### config.mk
export PLATFORM = sky130hd
export DESIGN_NAME = dprc_port_ctrl
export DESIGN_NICKNAME = d
export VERILOG_FILES = /design/src/common/dprc_pkg.sv /design/src/dprc_sync.sv /design/src/dprc_port_ctrl.sv
export SDC_FILE = /design/constraint.sdc
export NUM_CORES = 1
export LEC_CHECK = 0
export BUFFER_PORTS_ARGS = -buffer_cell sky130_fd_sc_hd__buf_2
export CAP_MARGIN = 10
export CORE_ASPECT_RATIO = 1.5
export CORE_MARGIN = 5
export CORE_UTILIZATION = 40
export DETAILED_ROUTE_END_ITERATION = 8
export PLACE_DENSITY = 0.73
export SYNTH_ARGS = -nofsm -noshare
export SYNTH_HDL_FRONTEND = slang
export SYNTH_SLANG_ARGS = --single-unit
### constraint.sdc
create_clock -name i_clk_sys -period 4.4 [get_ports i_clk_sys]
set_input_delay 0.88 -clock i_clk_sys [delete_from_list [all_inputs] [get_ports i_clk_sys]]
set_output_delay 0.88 -clock i_clk_sys [all_outputs]
set_load 0.02 [all_outputs]
### src/common/dprc_pkg.sv
package dprc_pkg;

    // Port geometry: 2048 words of two bytes
    localparam int ADDR_W  = 11;
    localparam int DATA_W  = 16;
    localparam int LANES   = 2;
    localparam int CNT_W   = 8;

    // Clock period and pin timing, in ns as printed
    localparam int CLK_NS        = 10;
    localparam int ARB_MAX_NS    = 45;   // Master worst arbitration time
    localparam int WR_HOLD_NS    = 30;   // write_hold_after_contention
    localparam int WR_PULSE_NS   = 40;   // Least write pulse
    localparam int RD_ACCESS_NS  = 90;   // Read access from select
    localparam int PORT_DELAY_NS = 70;   // Port-to-port data delay
    localparam int SYNC_STAGES   = 2;    // Input synchroniser latency

    // Least times round up to whole cycles
    localparam int ARB_CYC   = (ARB_MAX_NS + CLK_NS - 1) / CLK_NS;
    localparam int HOLD_CYC  = (WR_HOLD_NS + CLK_NS - 1) / CLK_NS;
    localparam int PULSE_CYC = (WR_PULSE_NS + CLK_NS - 1) / CLK_NS;
    localparam int ACC_CYC   = (RD_ACCESS_NS + CLK_NS - 1) / CLK_NS + SYNC_STAGES;
    localparam int PORT_CYC  = (PORT_DELAY_NS + CLK_NS - 1) / CLK_NS + SYNC_STAGES;

    // Inactive pin levels
    localparam logic PIN_IDLE_N = 1'b1;

    // User request toward the port
    typedef struct packed {
        logic              write;
        logic [ADDR_W-1:0] addr;
        logic [DATA_W-1:0] wdata;
        logic [LANES-1:0]  be;      // Bit 0 lower byte, bit 1 upper byte
    } dprc_req_t;

    // Completed access back to the user
    typedef struct packed {
        logic              valid;
        logic [DATA_W-1:0] rdata;
        logic              contended;
    } dprc_rsp_t;

    // Pins driven toward one memory port
    typedef struct packed {
        logic              select_n;
        logic              lower_byte_write_strobe_n;
        logic              upper_byte_write_strobe_n;
        logic              out_enable_n;
        logic [ADDR_W-1:0] addr;
        logic [DATA_W-1:0] dq_o;
        logic              dq_oe;
    } dprc_pins_t;

    typedef enum logic [2:0] {
        ST_IDLE,
        ST_SELECT,
        ST_ARB,
        ST_PULSE,
        ST_WR_END,
        ST_READ
    } dprc_state_t;

endpackage

### src/dprc_sync.sv
`timescale 1ns/100ps
module dprc_sync #(
    parameter int            WIDTH    = 1,
    parameter logic [WIDTH-1:0] RST_VAL = '0
) (
    // Clock and reset
    input  wire logic             i_clk_sys,
    input  wire logic             i_nrst,
    // Asynchronous level in, synchronised level out
    input  wire logic [WIDTH-1:0] i_async,
    output logic      [WIDTH-1:0] o_sync
);

    logic [WIDTH-1:0] meta_q;

    // Two stages; first stage feeds only the second
    always_ff @(posedge i_clk_sys or negedge i_nrst) begin
        if (!i_nrst) begin
            meta_q <= RST_VAL;
            o_sync <= RST_VAL;
        end else begin
            meta_q <= i_async;
            o_sync <= meta_q;
        end
    end

endmodule

### src/dprc_port_ctrl.sv
`timescale 1ns/100ps
module dprc_port_ctrl
    import dprc_pkg::*;
#(
    parameter int ARB_CYCLES   = ARB_CYC,
    parameter int HOLD_CYCLES  = HOLD_CYC,
    parameter int PULSE_CYCLES = PULSE_CYC,
    parameter int ACC_CYCLES   = ACC_CYC,
    parameter int PORT_CYCLES  = PORT_CYC
) (
    // Clock and reset
    input  wire logic            i_clk_sys,
    input  wire logic            i_nrst,
    // User request
    input  wire logic            i_req_valid,
    input  wire dprc_pkg::dprc_req_t i_req,
    output logic                 o_req_ready,
    // User response
    output dprc_pkg::dprc_rsp_t  o_rsp,
    // Memory port pins
    output dprc_pkg::dprc_pins_t o_pins,
    input  wire logic [dprc_pkg::DATA_W-1:0] i_dq_i,
    input  wire logic            i_contention_flag_n
);
    import dprc_pkg::*;

    // Whole sequencer state
    typedef struct packed {
        dprc_state_t      st;
        logic [CNT_W-1:0] cnt;
        logic             ready;
        dprc_rsp_t        rsp;
        dprc_pins_t       pins;
    } dprc_ctl_t;

    localparam dprc_pins_t PINS_RST = '{
        select_n:                  PIN_IDLE_N,
        lower_byte_write_strobe_n: PIN_IDLE_N,
        upper_byte_write_strobe_n: PIN_IDLE_N,
        out_enable_n:              PIN_IDLE_N,
        addr:                      '0,
        dq_o:                      '0,
        dq_oe:                     1'b0
    };
    localparam dprc_ctl_t CTL_RST = '{
        st:    ST_IDLE,
        cnt:   '0,
        ready: 1'b0,
        rsp:   '0,
        pins:  PINS_RST
    };

    // Counter loads; every figure is at least one cycle
    function automatic logic [CNT_W-1:0] load(input int cycles);
        load = (cycles > 1) ? CNT_W'(cycles - 1) : '0;
    endfunction

    ////////////////////////////////////////////////////////////////////////////////
    // Reset release and pin synchronisers
    ////////////////////////////////////////////////////////////////////////////////

    logic [1:0]        rst_q;
    logic              rst_n;
    logic [DATA_W-1:0] dq_s;
    logic              flag_n_s;

    // Asynchronous assert, two-stage release
    always_ff @(posedge i_clk_sys or negedge i_nrst) begin
        if (!i_nrst) begin
            rst_q <= 2'h0;
        end else begin
            rst_q <= {rst_q[0], 1'b1};
        end
    end
    assign rst_n = rst_q[1];

    // Data and flag both cross from the pins
    dprc_sync #(
        .WIDTH   (DATA_W + 1),
        .RST_VAL ({{DATA_W{1'b0}}, 1'b1})
    ) u_sync (
        .i_clk_sys (i_clk_sys),
        .i_nrst    (rst_n),
        .i_async   ({i_dq_i, i_contention_flag_n}),
        .o_sync    ({dq_s, flag_n_s})
    );

    ////////////////////////////////////////////////////////////////////////////////
    // Access sequencer
    ////////////////////////////////////////////////////////////////////////////////

    dprc_ctl_t ctl_q;
    dprc_ctl_t ctl_d;

    always_comb begin
        ctl_d = ctl_q;
        ctl_d.rsp.valid = 1'b0;
        unique case (ctl_q.st)
            ST_IDLE: begin
                ctl_d.pins.select_n     = PIN_IDLE_N;
                ctl_d.pins.out_enable_n = PIN_IDLE_N;
                ctl_d.ready             = 1'b1;
                if (i_req_valid && ctl_q.ready) begin
                    ctl_d.pins.addr          = i_req.addr;
                    ctl_d.pins.dq_o          = i_req.wdata;
                    ctl_d.rsp.rdata          = '0;
                    ctl_d.rsp.contended      = 1'b0;
                    ctl_d.ready              = 1'b0;
                    ctl_d.st                 = ST_SELECT;
                    ctl_d.pins.out_enable_n  = i_req.write;
                    // Strobe pattern parked in the counter until select; keep enables
                    ctl_d.cnt = {{(CNT_W-LANES){1'b0}}, i_req.be};
                    ctl_d.rsp.rdata[0] = i_req.write;
                end
            end
            ST_SELECT: begin
                ctl_d.pins.select_n = 1'b0;
                if (ctl_q.rsp.rdata[0]) begin
                    ctl_d.rsp.rdata = {{(DATA_W-LANES){1'b0}}, ctl_q.cnt[LANES-1:0]};
                    ctl_d.cnt       = load(ARB_CYCLES);
                    ctl_d.st        = ST_ARB;
                end else begin
                    ctl_d.cnt = load(ACC_CYCLES);
                    ctl_d.st  = ST_READ;
                end
            end
            ST_ARB: begin
                // wait out the master's arbitration first
                if (ctl_q.cnt == '0) begin
                    // both strobes when both lanes enabled
                    // one strobe writes just its byte
                    ctl_d.pins.lower_byte_write_strobe_n = ~ctl_q.rsp.rdata[0];
                    ctl_d.pins.upper_byte_write_strobe_n = ~ctl_q.rsp.rdata[1];
                    // device outputs off since enable is high
                    ctl_d.pins.dq_oe = 1'b1;
                    ctl_d.cnt        = load(PULSE_CYCLES);
                    ctl_d.st         = ST_PULSE;
                end else begin
                    ctl_d.cnt = ctl_q.cnt - 1'b1;
                end
            end
            ST_PULSE: begin
                if (!flag_n_s) begin
                    ctl_d.cnt           = load(HOLD_CYCLES);
                    ctl_d.rsp.contended = 1'b1;
                end else if (ctl_q.cnt == '0) begin
                    // strobes rise, ending the write overlap
                    ctl_d.pins.lower_byte_write_strobe_n = PIN_IDLE_N;
                    ctl_d.pins.upper_byte_write_strobe_n = PIN_IDLE_N;
                    ctl_d.st = ST_WR_END;
                end else begin
                    ctl_d.cnt = ctl_q.cnt - 1'b1;
                end
            end
            ST_WR_END: begin
                // Data held one cycle past strobe rise
                ctl_d.pins.dq_oe    = 1'b0;
                ctl_d.pins.select_n = PIN_IDLE_N;
                ctl_d.rsp.valid     = 1'b1;
                ctl_d.rsp.rdata     = '0;
                ctl_d.st            = ST_IDLE;
            end
            ST_READ: begin
                // enable low, strobes high reads both lanes
                if (!flag_n_s) begin
                    // data waits for release plus port delay
                    ctl_d.cnt           = load(PORT_CYCLES);
                    ctl_d.rsp.contended = 1'b1;
                end else if (ctl_q.cnt == '0) begin
                    ctl_d.rsp.rdata         = dq_s;
                    ctl_d.rsp.valid         = 1'b1;
                    ctl_d.pins.out_enable_n = PIN_IDLE_N;
                    ctl_d.pins.select_n     = PIN_IDLE_N;
                    ctl_d.st                = ST_IDLE;
                end else begin
                    ctl_d.cnt = ctl_q.cnt - 1'b1;
                end
            end
        endcase
    end

    // Single state register
    always_ff @(posedge i_clk_sys or negedge rst_n) begin
        if (!rst_n) begin
            ctl_q <= CTL_RST;
        end else begin
            ctl_q <= ctl_d;
        end
    end

    // Outputs straight from the state register
    assign o_req_ready = ctl_q.ready;
    assign o_rsp       = ctl_q.rsp;
    assign o_pins      = ctl_q.pins;

endmodule

==> results.sh <==
export IMPL_num_vias=2590
export IMPL_detail_route_antenna_nets=0
export IMPL_antenna_found_initial=0
export IMPL_synth_yosys_warnings=0
export IMPL_detail_route_drc_violations=0
export IMPL_min_path_type="primary input to async pin"
export IMPL_synth_edf_count=0
export IMPL_synthMuxAreaShare_pct=8.01
export IMPL_cts_hold_buf=0
export IMPL_finalNetCount=427
export IMPL_cts_buf_count=9
export IMPL_slew_of_the_pin_with_the_lowest_slew_margin_ns=1.16
export IMPL_synth_xor_xnor_area_share_pct=0.419
export IMPL_postCtsSetupRepairBufs=0
export IMPL_ctsLongestPathBuffers=2
export IMPL_maxSlewViolCount=0
export IMPL_final_min_period_over_clock_period_pct=55.1
export IMPL_syn2layout_area_growth_pct=12.8
export IMPL_path_clk_slew_ns=0.06
export IMPL_synth_area_in_compound_gates_pct=11.8
export IMPL_worst_setup_path_type="register to register"
export IMPL_synth_fa_ha_area_share_pct=0.837
export IMPL_drv_cap=0
export IMPL_grt_util_met1_pct=14.3
export IMPL_wire_length_of_the_first_global_routing_pass_um=13700
export IMPL_nFillCells=942
export IMPL_ys_ff_latch=98
export IMPL_power_per_cell_area_nw_per_um2=744
export IMPL_clockRootBuffer="clkbuf_16"
export IMPL_layout_cell_area_non_filler_um2=4720
export IMPL_total_inserted_antenna_cells=0
export IMPL_count_of_different_cell_masters_after_synthesis=61
export IMPL_via_count_of_the_first_global_routing_pass=2724
export IMPL_dp_slack_ns=2.01
export IMPL_post_synth_top_area_cell="dfrtp_1"
export IMPL_coreArea_um2=10200
export IMPL_timing_hold_violations_final=0
export IMPL_critical_path_peak_fanout=15
export IMPL_globalRouteMet2Util_pct=25.4
export IMPL_arrival_time_at_the_worst_endpoint_ns=2.69
export IMPL_setup_total_negative_slack_ns=0
export IMPL_max_freq_ghz=0.412
export IMPL_port_buffer_count=100
export IMPL_final_setup_skew_ns=0.00557
export IMPL_setup_repair_after_global_routing_missed_its_margin="no"
export IMPL_timing_critical_path_required_ns=4.67
export IMPL_die_width_um=93.5
export IMPL_synthTopCellsByArea="dfrtp_1 55%, buf_4 9.1%, mux2_2 4.8%"
export IMPL_io_pins=101
export IMPL_final_weighted_congestion_in_routability_driven_placement=0.850
export IMPL_worst_slew_margin_rel_pct=22.0
export IMPL_master_of_the_slowest_instance_on_the_critical_path="o31ai_2"
export IMPL_synth_top_family_by_area="compound AO/OA/AOI/OAI gates"
export IMPL_design_die_area_um2=12700
export IMPL_synth_net_count=378
export IMPL_synth_simple_gate_area_share_pct=8.19
export IMPL_timing_critical_path_from_type="register"
export IMPL_overflow=0
export IMPL_synth_flop_cell="dfrtp_1"
export IMPL_final_report_setup_violation_count=0
export IMPL_highest_utilization_routing_layer_at_the_global_route_stage="met2"
export IMPL_die_height_um=135
export IMPL_synth_top_cells_by_count="92 x dfrtp_1, 51 x buf_4, 18 x mux2_2, 15 x a22o_1, 10 x mux2_1"
export IMPL_critical_path_endpoint_type="register"
export IMPL_grt_total_usage_pct=14.0
export IMPL_initialDrtViolationCount=116
export IMPL_synth_seq_area_share_pct=58.8
export IMPL_synth_async_reset_ratio_pct=100
export IMPL_period_minus_slack_ns=2.43
export IMPL_placedInstanceArea_um2=4420
export IMPL_largest_net_degree_at_the_start_of_global_routing=53
export IMPL_peakVddDrop_uv=291
export IMPL_multi_input_area_um2=1230
export IMPL_timing_critical_path_cells="inv_1 -> ha_1 -> or3b_2 -> nor3_2 -> o31ai_2 -> a22o_1"
export IMPL_post_drt_wl_per_cell_um=15.8
export IMPL_outcome="finished clean"
export IMPL_worstSkewPairLatency_ns=0.34
export IMPL_layout_drive_gt1_share_pct=39.7
export IMPL_syn_mean_instance_area_um2=12.8
export IMPL_vias_per_cell=4.97
export IMPL_fin_worst_hold_slack_ns=0.319
export IMPL_layout_area_seq_um2=2460
export IMPL_initial_utilization_pct=41.1
export IMPL_wirelength_um=8220
export IMPL_synth_most_common_cell="dfrtp_1"
export IMPL_cts_sinks=98
export IMPL_post_cts_resized_instances=0
export IMPL_synthDominantCellAreaShare_pct=55.0
export IMPL_use_met3_pct=2.83
export IMPL_deepest_level_of_the_cts_h_tree=3
export IMPL_power_leakage_nw=2.23
export IMPL_cpPeakStageDelay_ns=0.92
export IMPL_detail_route_first_pass_iterations=4
export IMPL_synthesis_area_um2=4190
export IMPL_num_rows=45
export IMPL_layout_setup_ws_ns=1.97
export IMPL_syn_inst=326
export IMPL_tritoncts="built"
export IMPL_post_dp_hpwl_um=5990
[cells by family after synthesis]
family                     count (synthesis)
AOI/OAI and AO/OA                         64
xor gates and xnor gates                   2
other                                      1
adders and majority gates                  3
muxes                                     30
buffers and inverters                     73
DFF                                       98
and+or+nand+nor                           55
[stage by stage]
stage | cells | total power, mW | utilization [%]
3_3_place_gp | 505 | 2.71 | 43.4
5_1_grt | 521 | 3.74 | 46.3
6_report | 521 | 3.51 | 46.3
2_1_floorplan | 326 | 2.63 | -
4_1_cts | 521 | 3.56 | 46.3
3_5_place_dp | 505 | 2.75 | 43.4
[critical path, delay by kind of cell (launching register included)]
family	cells	cell delay [ns]
AND/OR/NAND/NOR	2	0.37
adder cells (fa/ha/maj)	1	0.25
buffers and inverters	1	0.07
flip-flops	1	0.46
AO/OA/AOI/OAI	2	1.19
[final cells by class]
cell class / instances / area share, %
Clock buffer: 11 / 5.14
Clock inverter: 5 / 1.27
Inverter: 9 / 0.715
Multi-Input combinational cell: 155 / 26.0
Sequential cell: 98 / 52.2
Tap cell: 141 / 3.74
Timing Repair Buffer: 102 / 10.9
[path summary, 6_finish.rpt]
kind,end,cells past startpoint,from,slack [ns]
worst max-delay path,o_rsp[15],6,ctl_q[51],1.97
worst min-delay path,rst_q[0],1,i_nrst,0.32
worst max register to register,o_rsp[15],6,ctl_q[51],1.97
worst min register to register,u_sync.o_sync[11],0,u_sync.meta_q[11],0.35
max in group asynchronous,o_pins[29],1,rst_q[1],3.03
min in group i_clk_sys,u_sync.o_sync[11],0,u_sync.meta_q[11],0.35
[placed cells by master (no fill, tap or decap), types with 3 or more instances in the layout]
cell type  netlist  routed
buf_2            6     100
dfrtp_1         92      91
mux2_2          18      18
a22o_1          15      15
mux2_1          10      10
nor2_1           9       9
nor3_1           9       9
clkbuf_16        0       9
inv_1            8       8
o21ai_1          8       8
nand2_1          6       6
a21oi_1          6       6
dfstp_2          6       6
nor2b_1          5       5
nand2b_1         4       4
nand4_1          4       4
a21o_1           3       3
a31oi_1          3       3
a2bb2oi_1        3       3
o21ai_0          3       3
[metal layers]
metal	vias up	part of all wire, %
met2	61	56
met4	0	4.2
met5	-	0
met3	25	4.0
li1	1198	-
met1	1306	36
[where the power goes]
part / internal [mW] / total [mW] / switching [mW] / leakage, nW
sequential: 1.16 / 1.39 / 0.235 / 1.19
clock: 0.459 / 0.783 / 0.324 / 0.147
combinational: 0.544 / 1.34 / 0.795 / 0.894
total: 2.16 / 3.51 / 1.35 / 2.23
[sequential cells by signal, summed over array words and instances, names as in the netlist]
register       count
rst_q              2
u_sync.o_sync     17
o_pins            32
ctl_q             11
o_req_ready        1
o_rsp             18
u_sync.meta_q     17
(Power assumes the default switching activity.)
